## src/shp_regs.vh

```
// Register offsets, control word fields and port C line positions of the strobed port.
`ifndef SHP_REGS_VH
`define SHP_REGS_VH

// Register offsets on the host I/O bus
`define SHP_OFS_PORT_A        2'h0
`define SHP_OFS_PORT_B        2'h1
`define SHP_OFS_PORT_C        2'h2
`define SHP_OFS_CONFIG        2'h3

// Control word fields
`define SHP_CFG_RESET         8'h9B
`define SHP_CFG_MODE_DEF      7
`define SHP_CFG_A_MODE1       5
`define SHP_CFG_A_INPUT       4
`define SHP_CFG_CU_INPUT      3
`define SHP_CFG_B_MODE1       2
`define SHP_CFG_B_INPUT       1
`define SHP_CFG_CL_INPUT      0

// Single bit set/reset command fields
`define SHP_BSR_SEL_HI        3
`define SHP_BSR_SEL_LO        1
`define SHP_BSR_VALUE         0

// Port C line positions in strobed mode
`define SHP_PC_INTR_A         3
`define SHP_PC_STROBE_A       4
`define SHP_PC_IN_FULL_A      5
`define SHP_PC_ACK_A          6
`define SHP_PC_OUT_FULL_A     7
`define SHP_PC_HS_B           2
`define SHP_PC_FULL_B         1
`define SHP_PC_INTR_B         0

// Set/reset selectors that reach the interrupt enables
`define SHP_SEL_INTE_A_IN     3'h4
`define SHP_SEL_INTE_A_OUT    3'h6
`define SHP_SEL_INTE_B        3'h2

// Reset values of the data latches
`define SHP_DATA_RESET        8'h00

`endif

```

## src/shp_fall_det.v

```verilog
// Falling edge detector for an active-low strobe or acknowledge line.
`timescale 1ns/1ps
module shp_fall_det (
	input  wire i_clk,
	input  wire i_reset_n,
	input  wire i_ce,
	input  wire i_line_n,
	output wire o_fall
);
	reg line_prev_ff;

	// Idle level is high so a line held low at reset gives an edge on the first enabled cycle
	always @(posedge i_clk or negedge i_reset_n) begin
		if (!i_reset_n) begin
			line_prev_ff <= 1'b1;
		end else if (i_ce) begin
			line_prev_ff <= i_line_n;
		end
	end

	assign o_fall = i_ce & line_prev_ff & ~i_line_n;
endmodule

```

## src/shp_fifo2.v

```verilog
// Two-entry byte buffer with valid/ready on both sides and a flush.
`timescale 1ns/1ps
module shp_fifo2 #(
	parameter W = 8
) (
	input  wire         i_clk,
	input  wire         i_reset_n,
	input  wire         i_ce,
	input  wire         i_flush,
	input  wire         i_in_valid,
	output wire         o_in_ready,
	input  wire [W-1:0] i_in_data,
	output wire         o_out_valid,
	input  wire         i_out_ready,
	output wire [W-1:0] o_out_data
);
	reg [W-1:0] slot0_ff;
	reg [W-1:0] slot1_ff;
	reg         wr_ptr_ff;
	reg         rd_ptr_ff;
	reg [1:0]   count_ff;
	wire        push;
	wire        pop;

	assign o_in_ready  = (count_ff != 2'h2);
	assign o_out_valid = (count_ff != 2'h0);
	assign push        = i_ce & ~i_flush & i_in_valid & o_in_ready;
	assign pop         = i_ce & ~i_flush & i_out_ready & o_out_valid;
	assign o_out_data  = rd_ptr_ff ? slot1_ff : slot0_ff;

	always @(posedge i_clk or negedge i_reset_n) begin
		if (!i_reset_n) begin
			slot0_ff  <= {W{1'b0}};
			slot1_ff  <= {W{1'b0}};
			wr_ptr_ff <= 1'b0;
			rd_ptr_ff <= 1'b0;
			count_ff  <= 2'h0;
		end else if (i_ce) begin
			if (i_flush) begin
				wr_ptr_ff <= 1'b0;
				rd_ptr_ff <= 1'b0;
				count_ff  <= 2'h0;
			end else begin
				if (push) begin
					if (wr_ptr_ff) begin
						slot1_ff <= i_in_data;
					end else begin
						slot0_ff <= i_in_data;
					end
					wr_ptr_ff <= ~wr_ptr_ff;
				end
				if (pop) begin
					rd_ptr_ff <= ~rd_ptr_ff;
				end
				if (push & ~pop) begin
					count_ff <= count_ff + 2'h1;
				end else if (pop & ~push) begin
					count_ff <= count_ff - 2'h1;
				end
			end
		end
	end
endmodule

```

## src/shp_strobed_port.v

```verilog
// Strobed handshake parallel port: two 8-bit data ports, port C status and control word.
//
// Notes on behaviour
// - Two groups: data port plus three C lines
// - Each strobed data port is input or output
// - Port A input leaves C lines 6-7 free
// - Both handshaking leaves port B no spare lines
// - Input status word layout on port C read
// - Port A input-full high after strobed capture
// - Port B input-full high after strobed capture
// - Port A request equals enable and input-full
// - Port B request equals enable and input-full
// - Port A enable via bit set/reset of line4
// - Port B enable via bit set/reset of line2
// - Input status word hides strobe line levels
// - Port A output leaves C lines 4-5 free
// - Output status word layout on port C read
// - Input and output status layouts differ
// - Output status word hides acknowledge line levels
// - Control write with bit 7 defines modes
// - Control write sets or clears one C bit
`timescale 1ns/1ps
`include "shp_regs.vh"
module shp_strobed_port (
	input  wire       i_clk,
	input  wire       i_reset_n,
	input  wire       i_ce,
	input  wire [1:0] i_addr,
	input  wire       i_iow,
	input  wire       i_ior,
	input  wire [7:0] i_wdata,
	output wire [7:0] o_rdata,
	output wire       o_rvalid,
	input  wire [7:0] i_pa,
	output wire [7:0] o_pa,
	output wire       o_pa_oe_n,
	input  wire [7:0] i_pb,
	output wire [7:0] o_pb,
	output wire       o_pb_oe_n,
	input  wire [7:0] i_pc,
	output wire [7:0] o_pc,
	output wire [7:0] o_pc_oe_n,
	output wire       o_port_a_push_ready,
	output wire       o_port_b_push_ready
);
	reg  [7:0] cfg_ff;
	reg  [7:0] pa_out_ff;
	reg  [7:0] pb_out_ff;
	reg  [7:0] pc_out_ff;
	reg        first_irq_enable_ff;
	reg        second_irq_enable_ff;
	reg  [7:0] rdata_ff;
	reg        rvalid_ff;

	reg  [7:0] nxt_pc_out;
	reg  [7:0] nxt_rdata;
	reg  [7:0] pc_drive;
	reg  [7:0] pc_oe_n;
	reg  [7:0] pc_status;
	reg  [7:0] hs_mask;

	wire       a_hs;
	wire       b_hs;
	wire       a_in;
	wire       b_in;
	wire       wr_cfg;
	wire       mode_def;
	wire       bit_cmd;
	wire [2:0] bit_sel;
	wire       bit_val;
	wire       wr_a;
	wire       wr_b;
	wire       wr_c;
	wire       rd_a;
	wire       rd_b;

	wire       first_strobe_n;
	wire       second_strobe_n;
	wire       first_acknowledge_n;
	wire       second_acknowledge_n;
	wire       a_line_n;
	wire       b_line_n;
	wire       a_fall;
	wire       b_fall;

	wire       a_push;
	wire       b_push;
	wire       a_pop;
	wire       b_pop;
	wire [7:0] a_push_data;
	wire [7:0] b_push_data;
	wire       a_valid;
	wire       b_valid;
	wire [7:0] a_head;
	wire [7:0] b_head;

	wire       first_input_full;
	wire       second_input_full;
	wire       first_output_full_n;
	wire       second_output_full_n;
	wire       first_irq_request;
	wire       second_irq_request;
	wire [7:0] pc_gp_read;

	// Mode decode from the control word
	assign a_hs = cfg_ff[`SHP_CFG_A_MODE1];
	assign b_hs = cfg_ff[`SHP_CFG_B_MODE1];
	assign a_in = cfg_ff[`SHP_CFG_A_INPUT];
	assign b_in = cfg_ff[`SHP_CFG_B_INPUT];

	// Host bus decode
	assign wr_cfg   = i_ce & i_iow & (i_addr == `SHP_OFS_CONFIG);
	assign mode_def = wr_cfg & i_wdata[`SHP_CFG_MODE_DEF];
	assign bit_cmd  = wr_cfg & ~i_wdata[`SHP_CFG_MODE_DEF];
	assign bit_sel  = i_wdata[`SHP_BSR_SEL_HI:`SHP_BSR_SEL_LO];
	assign bit_val  = i_wdata[`SHP_BSR_VALUE];
	assign wr_a     = i_ce & i_iow & (i_addr == `SHP_OFS_PORT_A);
	assign wr_b     = i_ce & i_iow & (i_addr == `SHP_OFS_PORT_B);
	assign wr_c     = i_ce & i_iow & (i_addr == `SHP_OFS_PORT_C);
	assign rd_a     = i_ce & i_ior & (i_addr == `SHP_OFS_PORT_A);
	assign rd_b     = i_ce & i_ior & (i_addr == `SHP_OFS_PORT_B);

	// Handshake inputs on port C
	assign first_strobe_n       = i_pc[`SHP_PC_STROBE_A];
	assign first_acknowledge_n  = i_pc[`SHP_PC_ACK_A];
	assign second_strobe_n      = i_pc[`SHP_PC_HS_B];
	assign second_acknowledge_n = i_pc[`SHP_PC_HS_B];

	// Held high outside strobed mode so no stray edge reaches the buffer
	assign a_line_n = a_hs ? (a_in ? first_strobe_n : first_acknowledge_n) : 1'b1;
	assign b_line_n = b_hs ? (b_in ? second_strobe_n : second_acknowledge_n) : 1'b1;

	shp_fall_det u_fall_a (
		.i_clk     (i_clk),
		.i_reset_n (i_reset_n),
		.i_ce      (i_ce),
		.i_line_n  (a_line_n),
		.o_fall    (a_fall)
	);

	shp_fall_det u_fall_b (
		.i_clk     (i_clk),
		.i_reset_n (i_reset_n),
		.i_ce      (i_ce),
		.i_line_n  (b_line_n),
		.o_fall    (b_fall)
	);

	// Input: strobe fills, host read drains. Output: host write fills, ack drains.
	assign a_push      = a_hs & (a_in ? a_fall : wr_a);
	assign b_push      = b_hs & (b_in ? b_fall : wr_b);
	assign a_pop       = a_hs & (a_in ? rd_a : a_fall);
	assign b_pop       = b_hs & (b_in ? rd_b : b_fall);
	assign a_push_data = a_in ? i_pa : i_wdata;
	assign b_push_data = b_in ? i_pb : i_wdata;

	shp_fifo2 #(
		.W (8)
	) u_buf_a (
		.i_clk       (i_clk),
		.i_reset_n   (i_reset_n),
		.i_ce        (i_ce),
		.i_flush     (mode_def),
		.i_in_valid  (a_push),
		.o_in_ready  (o_port_a_push_ready),
		.i_in_data   (a_push_data),
		.o_out_valid (a_valid),
		.i_out_ready (a_pop),
		.o_out_data  (a_head)
	);

	shp_fifo2 #(
		.W (8)
	) u_buf_b (
		.i_clk       (i_clk),
		.i_reset_n   (i_reset_n),
		.i_ce        (i_ce),
		.i_flush     (mode_def),
		.i_in_valid  (b_push),
		.o_in_ready  (o_port_b_push_ready),
		.i_in_data   (b_push_data),
		.o_out_valid (b_valid),
		.i_out_ready (b_pop),
		.o_out_data  (b_head)
	);

	// Status flags
	assign first_input_full     = a_valid;
	assign second_input_full    = b_valid;
	assign first_output_full_n  = ~a_valid;
	assign second_output_full_n = ~b_valid;
	assign first_irq_request    = a_in ? (first_irq_enable_ff & first_input_full)
	                                   : (first_irq_enable_ff & first_output_full_n);
	assign second_irq_request   = b_in ? (second_irq_enable_ff & second_input_full)
	                                   : (second_irq_enable_ff & second_output_full_n);

	// Lines owned by the handshake, not writable as general purpose
	always @* begin
		hs_mask = 8'h00;
		if (a_hs) begin
			hs_mask[`SHP_PC_INTR_A] = 1'b1;
			if (a_in) begin
				hs_mask[`SHP_PC_STROBE_A]  = 1'b1;
				hs_mask[`SHP_PC_IN_FULL_A] = 1'b1;
			end else begin
				hs_mask[`SHP_PC_ACK_A]      = 1'b1;
				hs_mask[`SHP_PC_OUT_FULL_A] = 1'b1;
			end
		end
		if (b_hs) begin
			hs_mask[`SHP_PC_HS_B:`SHP_PC_INTR_B] = 3'h7;
		end
	end

	// Port C output latch
	always @* begin
		nxt_pc_out = pc_out_ff;
		if (mode_def) begin
			nxt_pc_out = `SHP_DATA_RESET;
		end else if (wr_c) begin
			// Plain writes touch only spare lines; handshake lines keep their role
			nxt_pc_out = (pc_out_ff & hs_mask) | (i_wdata & ~hs_mask);
		end else if (bit_cmd & ~hs_mask[bit_sel]) begin
			nxt_pc_out[bit_sel] = bit_val;
		end
	end

	// Port C drive and enables
	always @* begin
		pc_drive = pc_out_ff;
		pc_oe_n  = {{4{cfg_ff[`SHP_CFG_CU_INPUT]}}, {4{cfg_ff[`SHP_CFG_CL_INPUT]}}};
		if (a_hs) begin
			pc_drive[`SHP_PC_INTR_A] = first_irq_request;
			pc_oe_n[`SHP_PC_INTR_A]  = 1'b0;
			if (a_in) begin
				pc_drive[`SHP_PC_IN_FULL_A] = first_input_full;
				pc_oe_n[`SHP_PC_IN_FULL_A]  = 1'b0;
				pc_oe_n[`SHP_PC_STROBE_A]   = 1'b1;
			end else begin
				pc_drive[`SHP_PC_OUT_FULL_A] = first_output_full_n;
				pc_oe_n[`SHP_PC_OUT_FULL_A]  = 1'b0;
				pc_oe_n[`SHP_PC_ACK_A]       = 1'b1;
			end
		end
		if (b_hs) begin
			pc_drive[`SHP_PC_FULL_B] = b_in ? second_input_full : second_output_full_n;
			pc_drive[`SHP_PC_INTR_B] = second_irq_request;
			pc_oe_n[`SHP_PC_FULL_B]  = 1'b0;
			pc_oe_n[`SHP_PC_INTR_B]  = 1'b0;
			pc_oe_n[`SHP_PC_HS_B]    = 1'b1;
		end
	end

	// Spare lines read back the pin when input, the latch when output
	assign pc_gp_read = (pc_oe_n & i_pc) | (~pc_oe_n & pc_out_ff);

	// Status word; enables sit where the strobe or ack level would be
	always @* begin
		pc_status = pc_gp_read;
		if (a_hs) begin
			pc_status[`SHP_PC_INTR_A] = first_irq_request;
			if (a_in) begin
				pc_status[`SHP_PC_IN_FULL_A] = first_input_full;
				pc_status[`SHP_PC_STROBE_A]  = first_irq_enable_ff;
			end else begin
				pc_status[`SHP_PC_OUT_FULL_A] = first_output_full_n;
				pc_status[`SHP_PC_ACK_A]      = first_irq_enable_ff;
			end
		end
		if (b_hs) begin
			pc_status[`SHP_PC_HS_B]   = second_irq_enable_ff;
			pc_status[`SHP_PC_FULL_B] = b_in ? second_input_full
			                                 : second_output_full_n;
			pc_status[`SHP_PC_INTR_B] = second_irq_request;
		end
	end

	// Read data mux
	always @* begin
		nxt_rdata = 8'h00;
		case (i_addr)
			`SHP_OFS_PORT_A: begin
				if (a_hs) begin
					nxt_rdata = a_head;
				end else begin
					nxt_rdata = a_in ? i_pa : pa_out_ff;
				end
			end
			`SHP_OFS_PORT_B: begin
				if (b_hs) begin
					nxt_rdata = b_head;
				end else begin
					nxt_rdata = b_in ? i_pb : pb_out_ff;
				end
			end
			`SHP_OFS_PORT_C: begin
				nxt_rdata = pc_status;
			end
			default: begin
				// Control word is write-only
				nxt_rdata = 8'h00;
			end
		endcase
	end

	always @(posedge i_clk or negedge i_reset_n) begin
		if (!i_reset_n) begin
			cfg_ff               <= `SHP_CFG_RESET;
			pa_out_ff            <= `SHP_DATA_RESET;
			pb_out_ff            <= `SHP_DATA_RESET;
			pc_out_ff            <= `SHP_DATA_RESET;
			first_irq_enable_ff  <= 1'b0;
			second_irq_enable_ff <= 1'b0;
			rdata_ff             <= 8'h00;
			rvalid_ff            <= 1'b0;
		end else if (i_ce) begin
			pc_out_ff <= nxt_pc_out;
			rvalid_ff <= i_ior;
			if (i_ior) begin
				rdata_ff <= nxt_rdata;
			end
			if (mode_def) begin
				// A new mode starts with empty latches and interrupts off
				cfg_ff               <= i_wdata;
				pa_out_ff            <= `SHP_DATA_RESET;
				pb_out_ff            <= `SHP_DATA_RESET;
				first_irq_enable_ff  <= 1'b0;
				second_irq_enable_ff <= 1'b0;
			end else begin
				if (wr_a & ~a_hs) begin
					pa_out_ff <= i_wdata;
				end
				if (wr_b & ~b_hs) begin
					pb_out_ff <= i_wdata;
				end
				if (bit_cmd & a_hs & (bit_sel == (a_in ? `SHP_SEL_INTE_A_IN
				                                       : `SHP_SEL_INTE_A_OUT))) begin
					first_irq_enable_ff <= bit_val;
				end
				if (bit_cmd & b_hs & (bit_sel == `SHP_SEL_INTE_B)) begin
					second_irq_enable_ff <= bit_val;
				end
			end
		end
	end

	assign o_rdata   = rdata_ff;
	assign o_rvalid  = rvalid_ff;
	assign o_pa      = (a_hs & ~a_in) ? a_head : pa_out_ff;
	assign o_pa_oe_n = a_in;
	assign o_pb      = (b_hs & ~b_in) ? b_head : pb_out_ff;
	assign o_pb_oe_n = b_in;
	assign o_pc      = pc_drive;
	assign o_pc_oe_n = pc_oe_n;
endmodule

```

## config.mk

```make
export PLATFORM = sky130hd
export DESIGN_NAME = shp_strobed_port
export DESIGN_NICKNAME = d
export VERILOG_FILES = /design/src/shp_fall_det.v /design/src/shp_fifo2.v /design/src/shp_strobed_port.v
export VERILOG_INCLUDE_DIRS = /design/src
export SDC_FILE = /design/constraint.sdc
export NUM_CORES = 1
export LEC_CHECK = 0
export ABC_AREA = 1
export BUFFER_PORTS_ARGS = -buffer_cell sky130_fd_sc_hd__buf_4
export CAP_MARGIN = 20
export CORE_ASPECT_RATIO = 1.25
export CORE_UTILIZATION = 47
export DETAILED_ROUTE_END_ITERATION = 8
export PLACE_DENSITY = 0.68
export SYNTH_ARGS = -nofsm -noshare
export SYNTH_HDL_FRONTEND = slang
export SYNTH_SLANG_ARGS = --single-unit
export TNS_END_PERCENT = 20
```

## constraint.sdc

```tcl
create_clock -name i_clk -period 5.1 [get_ports i_clk]
set_input_delay 0.765 -clock i_clk [delete_from_list [all_inputs] [get_ports i_clk]]
set_output_delay 0.765 -clock i_clk [all_outputs]
set_load 0.01 [all_outputs]
```

==> reports/qor.csv, run 1 <==
metric,value,unit
reg2reg_to,u_buf_a.count_ff[0],
grt_pass1_vias,4800,
ff2ff_path_depth,10,
critPathArrivalTime,2.37,ns
cts_buffers,9,
outcome,"complete, no violations",
post_cts_buffers,0,
r2r_slack,2.65,ns
synth_common_cells,"nand2_1, o21ai_0, dfrtp_1",
grt-ovfl-total,0,
htree_levels,3,
fillers,999,
power_density,428,nW/um^2
hpwlAfterDp,11.2,mm
synth_top_cells_by_area,"dfrtp_1, nand2_1, o21ai_0, inv_1, nand3_1",
synthDistinctLibCells,35,
worstReg2RegStart,cfg_ff[4],
cts_resized,0,
fmax,319,MHz
area_growth,18.4,%
critPathLaunchType,flop,
slew_headroom,47.0,%
grt_setup_unrepaired,no,
setup_viol,0,
required,4.34,ns
fin_util,56.9,%
clk_latency,0.35,ns
drive_gt1_share,18.1,%
drtAntennaViolNets,0,
crit_path_end_kind,primary output,
period_needed,3.14,ns
root_buffer,clkbuf_16,
netlist_area,5070,um^2
synth.most_common_cell,nand2_1,
hold_viol,0,
routabilityCongestion,0.987,
maxCapViolations,0,
drv_slew,0,
seq_area_frac_synth,41.1,%
drc,0,
cts_sinks,83,
grt_use_total,28.5,%
first_iter_violations,360,
p_leak,2.98,nW
max-vdd-ir-drop,0.216,mV
placementRows,42,
yosys.area.top_type_share,38.0,%
avgViaCountPerCell,5.63,
yosys_warnings,0,
core,10600,um^2
netlist_instances,716,
max-clock-path-buffers,2,
ios,84,
die_h,118,um
layout.nets,818,
worstMarginPinSlew,0.792,ns
ys_async_sr_fraction,100,%
die_w,94.9,um
vias,5158,
ys.flop_type,dfrtp_1,
syn_nets,755,
clkTransAtPathRegs,0.06,ns
antenna_found_initial,0,
syn_area_per_cell,7.09,um^2
cts_tree,yes,
synth_edf_count,0,
dr.pass1.iters,5,
cp_max_fo,22,
period_share,61.5,%
die_area,11200,um^2
hold_class,primary input to asynchronous set/reset pin,
hold_buffers,0,
finalSetupTns,0,ns
grt_start_max_net_pins,84,
wl,15.2,mm
path_class,flop to primary output,
ys_seq_elements,83,
skew,0.00730,ns
synth_area_leader_cell,dfrtp_1,
initial_utilization,48.0,%
portBuffers,83,
grt_pass1_wl,24.5,mm
wl_per_cell,16.6,um
antennaDiodeCount,0,
-- layer usage --
layer	share of wire (%)	vias up	routed length [um]	GRT usage (%)
met2	48	224	7330	46.5
met1	43	2425	6470	38.1
met5	0	-	0	0
met3	6.5	32	990	3.41
li1	-	2477	-	-
met4	2.6	0	401	11.6
-- cells in the final DEF, fill, tap and decap left out, drive strengths merged --
cell,count
a21oi,13
or2,1
inv,76
a32o,4
clkinvlp,1
o221ai,2
nor2,30
xnor2,1
bufinv,1
a31oi,3
o22ai,1
nor3,7
nand4,4
clkinv,4
o311ai,1
o211ai,24
nand3,46
dfstp,6
nand2,255
xor2,1
o21ai,123
buf,85
dfrtp,77
mux2,7
nand3b,1
clkbuf,10
-- registers in the layout (all words and copies together) (netlist names) --
signal                 cells
u_buf_b.wr_ptr_ff          1
o_rdata                    8
cfg_ff                     6
second_irq_enable_ff       1
u_buf_a.wr_ptr_ff          1
first_irq_enable_ff        1
pc_out_ff                  8
u_buf_b.slot1_ff           8
u_buf_a.rd_ptr_ff          1
o_rvalid                   1
u_buf_a.slot1_ff           8
u_buf_b.rd_ptr_ff          1
u_buf_b.count_ff           2
pb_out_ff                  8
u_buf_a.count_ff           2
u_buf_a.slot0_ff           8
u_buf_b.slot0_ff           8
u_fall_a.line_prev_ff      1
u_fall_b.line_prev_ff      1
pa_out_ff                  8
-- final cells by class --
| cell class | count | area (um^2) | share of cell area [%] |
|---|---|---|---|
| sequential | 83 | 2080 | 34.7 |
| clock buffer | 10 | 229 | 3.81 |
| multi-input combinational | 524 | 2520 | 42.0 |
| clock inverter | 6 | 65.1 | 1.08 |
| timing repair buffer | 85 | 658 | 11.0 |
| tap | 132 | 165 | 2.75 |
| inverter | 76 | 285 | 4.75 |
-- cell families after synthesis --
family / share of synthesized area, %
flip-flops: 41.1
XOR/XNOR: 0.345
multiplexers: 1.55
AO/OA/AOI/OAI: 19.0
buffers and inverters: 9.22
AND/OR/NAND/NOR: 28.8
-- worst max-delay path by stage --
stage | cells past startpoint | from | endpoint
after CTS | 8 | cfg_ff[4] | o_pc[3]
after global routing | 8 | cfg_ff[4] | o_pc[3]
after detailed placement | 10 | i_ce | u_buf_b.slot0_ff[6]
after floorplan | 5 | cfg_ff[1] | o_pc[0]
after global placement | 8 | cfg_ff[4] | o_pc[3]
final | 8 | cfg_ff[4] | o_pc[3]
-- critical path, cell delays in order, from the launching register on --
cell and delay (ns):
dfstp_2 0.80, inv_2 0.20, nand2_2 0.28, inv_2 0.19, nand2_1 0.15, nand2_1 0.07
nand2_1 0.07, o21ai_0 0.08, buf_4 0.16
-- power by group --
group          switching, mW  internal (mW)  leakage (nW)
registers              0.155          0.836          1.03
logic                  0.555          0.372          1.81
clock network          0.276          0.380         0.143
total                  0.985           1.59          2.98
-- metrics by stage --
stage | total power, mW | hold slack (ns) | cell area [um^2] | instances | worst slack [ns]
after floorplan | 1.56 | 0.453 | 5070 | 716 | 3.00
after global routing | 2.75 | 0.294 | 6010 | 916 | 1.79
after detailed placement | 1.92 | 0.467 | 5690 | 899 | 2.33
after global placement | 1.89 | 0.464 | 5690 | 899 | 2.35
after CTS | 2.58 | 0.485 | 5980 | 915 | 1.96
final | 2.57 | 0.277 | 6010 | 916 | 1.96
No activity file was read; power rests on OpenSTA's default activity.
==> run 2, diff against run 1 <==
--- a/config.mk
+++ b/config.mk
@@ -6,13 +6,13 @@
 export SDC_FILE = /design/constraint.sdc
 export NUM_CORES = 1
 export LEC_CHECK = 0
-export ABC_AREA = 1
+export ABC_AREA = 0
 export BUFFER_PORTS_ARGS = -buffer_cell sky130_fd_sc_hd__buf_4
 export CAP_MARGIN = 20
 export CORE_ASPECT_RATIO = 1.25
 export CORE_UTILIZATION = 47
 export DETAILED_ROUTE_END_ITERATION = 8
-export PLACE_DENSITY = 0.68
+export PLACE_DENSITY = 0.71
 export SYNTH_ARGS = -nofsm -noshare
 export SYNTH_HDL_FRONTEND = slang
 export SYNTH_SLANG_ARGS = --single-unit
==> constraint.sdc (replaced) <==
create_clock -name i_clk -period 2.85 [get_ports i_clk]
set_input_delay 0.4275 -clock i_clk [delete_from_list [all_inputs] [get_ports i_clk]]
set_output_delay 0.4275 -clock i_clk [all_outputs]
set_load 0.01 [all_outputs]
==> run 2 against run 1 <==
Register-to-register slack got worse by 2.0 ns; final cell count is 14% lower; count of clock-buffer cells in the layout up 2; die area is 2.7% higher; routed wire length up 0.51%; flip-flop and latch count unchanged; synthesized cell count down 15%; core utilization is 0.46 points higher; via count decreased by 8.2%; combinational power rose by 94%; first-iteration DRC count up 8.1%; critical endpoint is now o_pb[4]; highest routed layer unchanged.
==> reports/qor.csv, run 2 <==
metric,value,unit
critPathArrivalTime,2.09,ns
initial_utilization,48.9,%
portBuffers,83,
die_w,96.2,um
layout.nets,693,
hold_viol,0,
hold_class,primary input to asynchronous set/reset pin,
antenna_found_initial,0,
routabilityCongestion,0.902,
netlist_instances,606,
wl,15.3,mm
dpl_cell_area,5790,um^2
max-clock-path-buffers,2,
p_leak,2.77,nW
wl_per_cell,19.3,um
antennaDiodeCount,0,
die_area,11500,um^2
drv_slew,0,
outcome,"complete, no violations",
clkTransAtPathRegs,0.06,ns
slew_headroom,57.5,%
synthDistinctLibCells,58,
p_seq_share,37.1,%
cts_resized,0,
grt_pass1_wl,23.9,mm
yosys_warnings,0,
fin_area,6120,um^2
ios,84,
ys_async_sr_fraction,100,%
power_density,809,nW/um^2
avgViaCountPerCell,5.98,
ys.flop_type,dfrtp_1,
worstMarginPinSlew,0.638,ns
synth.most_common_cell,nand2_1,
cts_tree,yes,
cts_buffers,9,
vias,4734,
setup_ws,0.337,ns
netSwitchingPower,1.80,mW
skew,0.00888,ns
synth_top_cells_by_area,"dfrtp_1, mux2i_1, nand2_1, o21ai_0, a21oi_1",
finalSetupTns,0,ns
synth_edf_count,0,
max-vdd-ir-drop,0.340,mV
clkPwrFrac,26.5,%
grt_start_max_net_pins,49,
critPathLaunchType,flop,
final_cell_mix,"nand2_1, buf_4, dfrtp_1",
yosys.area.top_type_share,37.0,%
hold_buffers,0,
period_share,88.2,%
drive_gt1_share,19.9,%
syn_area_per_cell,8.60,um^2
seq_area_frac_synth,40.0,%
grt_pass1_vias,4460,
placementRows,42,
grt_use_total,28.0,%
netlist_area,5210,um^2
post-place-ws,0.646,ns
grt-ovfl-total,0,
hpwlAfterDp,10.8,mm
post_cts_buffers,0,
first_iter_violations,389,
p_comb_share,36.4,%
setup_viol,0,
grt_setup_unrepaired,no,
ys_seq_elements,83,
die_h,120,um
dr.pass1.iters,5,
clk_latency,0.35,ns
final_common_cell,nand2_1,
syn_nets,645,
cp_max_fo,17,
area_growth,17.4,%
maxCapViolations,0,
core,10700,um^2
drtAntennaViolNets,0,
path_class,flop to primary output,
htree_levels,3,
p_sw_share,36.3,%
synth_common_cells,"nand2_1, dfrtp_1, o21ai_0",
fmax,398,MHz
crit_path_end_kind,primary output,
fin_util,57.4,%
cts_sinks,83,
root_buffer,clkbuf_16,
drc,0,
period_needed,2.51,ns
r2r_slack,0.62,ns
internal_power,3.15,mW
synth_area_leader_cell,dfrtp_1,
required,2.42,ns
-- run 2: metrics by stage --
step,instances,hold WS [ns],total power [mW]
2_1_floorplan,606,0.132,2.94
3_3_place_gp,775,0.461,3.60
3_5_place_dp,775,0.471,3.64
4_1_cts,791,0.110,4.95
5_1_grt,791,0.144,5.22
6_report,791,0.0891,4.95
-- run 2: layout make-up --
type | instances | area (um^2)
Fill cell | 977 | 4550
Timing Repair Buffer | 91 | 683
Inverter | 13 | 48.8
Multi-Input combinational cell | 456 | 2810
Clock inverter | 4 | 72.6
Tap cell | 132 | 165
Clock buffer | 12 | 256
Sequential cell | 83 | 2080
-- run 2: logic make-up after synthesis --
family,share of synthesized area (%)
compound gates,22.5
xor+xnor,1.18
buf+inv,6.15
flops,40.0
mux,10.6
simple gates,19.6
-- run 2: worst paths after layout --
path	cells after the start	from	to
worst max-delay path	3	cfg_ff[1]	o_pb[4]
worst min-delay path	1	i_reset_n	u_buf_b.slot0_ff[2]
worst max register to register	5	cfg_ff[4]	u_buf_a.slot1_ff[1]
worst min register to register	2	o_rdata[5]	o_rdata[5]
max in group asynchronous	2	i_reset_n	cfg_ff[3]
min in group i_clk	3	i_wdata[4]	cfg_ff[4]
-- run 2: routing by layer --
layer	vias up	share of wire, %	track usage (%)
met5	-	0	0
met4	0	2.7	11.3
met3	31	6.2	5.51
met2	190	48	44.1
met1	2265	43	37.4
li1	2248	-	-
-- run 2: power groups by stage --
| stage | clock network [mW] | logic, mW | registers, mW |
|---|---|---|---|
| 4_1_cts | 1.32 | 1.80 | 1.83 |
| 3_3_place_gp | 0 | 1.77 | 1.83 |
| 3_5_place_dp | 0 | 1.79 | 1.85 |
| 2_1_floorplan | 0 | 1.26 | 1.69 |
| 6_report | 1.31 | 1.80 | 1.84 |
| 5_1_grt | 1.36 | 1.98 | 1.88 |
-- run 2: worst max-delay path: stages (launching register included) --
cell and delay [ns]:
dfstp_2 0.77, nand2b_1 0.51, o21ai_0 0.26, buf_4 0.20
==> run 3, diff against run 2 <==
--- a/config.mk
+++ b/config.mk
@@ -12,7 +12,7 @@
 export CORE_ASPECT_RATIO = 1.25
 export CORE_UTILIZATION = 47
 export DETAILED_ROUTE_END_ITERATION = 8
-export PLACE_DENSITY = 0.71
+export PLACE_DENSITY = 0.68
 export SYNTH_ARGS = -nofsm -noshare
 export SYNTH_HDL_FRONTEND = slang
 export SYNTH_SLANG_ARGS = --single-unit
==> constraint.sdc (replaced) <==
create_clock -name i_clk -period 3.2 [get_ports i_clk]
set_input_delay 0.48 -clock i_clk [delete_from_list [all_inputs] [get_ports i_clk]]
set_output_delay 0.48 -clock i_clk [all_outputs]
set_load 0.01 [all_outputs]
==> run 3 against run 2 <==
Critical path depth unchanged; register-to-register slack better by 0.02 ns; critical endpoint is now o_pb[7]; hold slack worse by 0.025 ns; critical path type unchanged; via count fell by 0.17%; count of clock-buffer cells in the layout stayed put; clock power down 24%; core utilization shrank 0.47 points; cell area is 0.82% lower; global-route usage is 0.42 points lower; largest power group unchanged.
==> reports/qor.csv, run 3 (same netlist as run 2, synthesis figures left out) <==
metric,value,unit
wl,15.0,mm
netSwitchingPower,1.59,mW
drv_slew,0,
grt_setup_unrepaired,no,
setup_ws,0.377,ns
clkPwrFrac,23.5,%
placementRows,42,
avgViaCountPerCell,6.00,
period_share,88.2,%
critPathLaunchType,flop,
p_comb_share,37.8,%
core,10700,um^2
routabilityCongestion,0.872,
max-vdd-ir-drop,0.399,mV
cts_resized,0,
grt_start_max_net_pins,84,
dp.cells,771,
cts_buffers,9,
slew_headroom,42.6,%
post_cts_buffers,0,
grt-ovfl-total,0,
hold_buffers,0,
layout.nets,690,
fmax,354,MHz
cp_cell_sequence,nand2b_1 > o21ai_0 > buf_4,
first_iter_violations,394,
p_leak,2.74,nW
maxCapViolations,0,
clk_latency,0.34,ns
drive_gt1_share,19.5,%
hold_class,primary input to asynchronous set/reset pin,
grt_pass1_wl,24.0,mm
drc,0,
cts_sinks,83,
power_density,697,nW/um^2
p_seq_share,38.7,%
fin_util,56.9,%
grt_use_total,27.6,%
required,2.72,ns
final_cell_mix,"nand2_1, buf_4, dfrtp_1",
r2r_slack,0.64,ns
skew,0.0109,ns
antenna_found_initial,0,
fillers,972,
outcome,"complete, no violations",
post-place-ws,0.731,ns
cp_slowest_cell,dfrtp_1,
hold_viol,0,
crit_path_end_kind,primary output,
portBuffers,83,
setup_viol,0,
period_needed,2.82,ns
finalSetupTns,0,ns
internal_power,2.64,mW
root_buffer,clkbuf_16,
hpwlAfterDp,10.4,mm
max-clock-path-buffers,2,
vias,4726,
dr.pass1.iters,5,
ios,84,
initial_utilization,48.9,%
worstMarginPinSlew,0.861,ns
critPathArrivalTime,2.34,ns
die_area,11500,um^2
reg2reg_to,u_buf_b.slot1_ff[7],
cts_tree,yes,
die_h,120,um
ff2ff_path_depth,5,
p_sw_share,37.5,%
htree_levels,3,
area_growth,16.4,%
worstReg2RegStart,cfg_ff[2],
drtAntennaViolNets,0,
clkTransAtPathRegs,0.06,ns
fin_cells,788,
die_w,96.2,um
antennaDiodeCount,0,
final_common_cell,nand2_1,
path_class,flop to primary output,
grt_pass1_vias,4602,
wl_per_cell,19.1,um
cpPeakStageDelay,0.90,ns
cp_max_fo,27,
## run 3: routing by layer
layer | vias up | global-route usage (%) | routed length, um
met1 | 2263 | 37.2 | 6480
met2 | 184 | 41.8 | 7000
li1 | 2239 | - | -
met3 | 40 | 4.75 | 919
met4 | 0 | 14.9 | 640
met5 | - | 0 | 0
## run 3: how the worst max path moves through the flow
stage | start | end | slack, ns | cells after the start
CTS | cfg_ff[2] | o_pb[7] | 0.38 | 3
floorplan | cfg_ff[1] | o_pb[0] | 1.11 | 6
detailed placement | cfg_ff[2] | u_buf_b.slot1_ff[3] | 0.73 | 5
global route | cfg_ff[2] | o_pb[4] | 0.24 | 3
global placement | cfg_ff[2] | o_pb[7] | 0.83 | 3
finish | cfg_ff[2] | o_pb[7] | 0.38 | 3
## run 3: final cells by class
cell class                      instances  area, um^2  share of cell area, %
Multi-Input combinational cell        456        2810                   46.3
Sequential cell                        83        2080                   34.4
Timing Repair Buffer                   88         681                   11.2
Clock buffer                           12         256                   4.23
Tap cell                              132         165                   2.72
Inverter                               13        48.8                  0.804
Clock inverter                          4        25.0                  0.412
## run 3: power groups by stage
stage                     Clock [mW]  Combinational (mW)  Sequential (mW)
final                          0.993                1.60             1.64
after global routing            1.05                1.75             1.68
after global placement             0                1.56             1.63
after floorplan                    0                1.12             1.50
after CTS                       1.01                1.60             1.64
after detailed placement           0                1.59             1.65
## run 3: stage by stage
step | power (mW) | area (um^2) | hold slack, ns
final | 4.23 | 6070 | 0.0642
after global routing | 4.48 | 6070 | 0.0912
after CTS | 4.24 | 6040 | 0.385
after detailed placement | 3.24 | 5760 | 0.470
after global placement | 3.19 | 5760 | 0.462
after floorplan | 2.62 | 5210 | 0.184
## run 3: worst max-delay path: cells and delay by family, from the launching register on
family                 cells  cell delay [ns]
AO/OA/AOI/OAI              1             0.38
buffers and inverters      1             0.17
AND/OR/NAND/NOR            1             0.54
flip-flops                 1             0.90
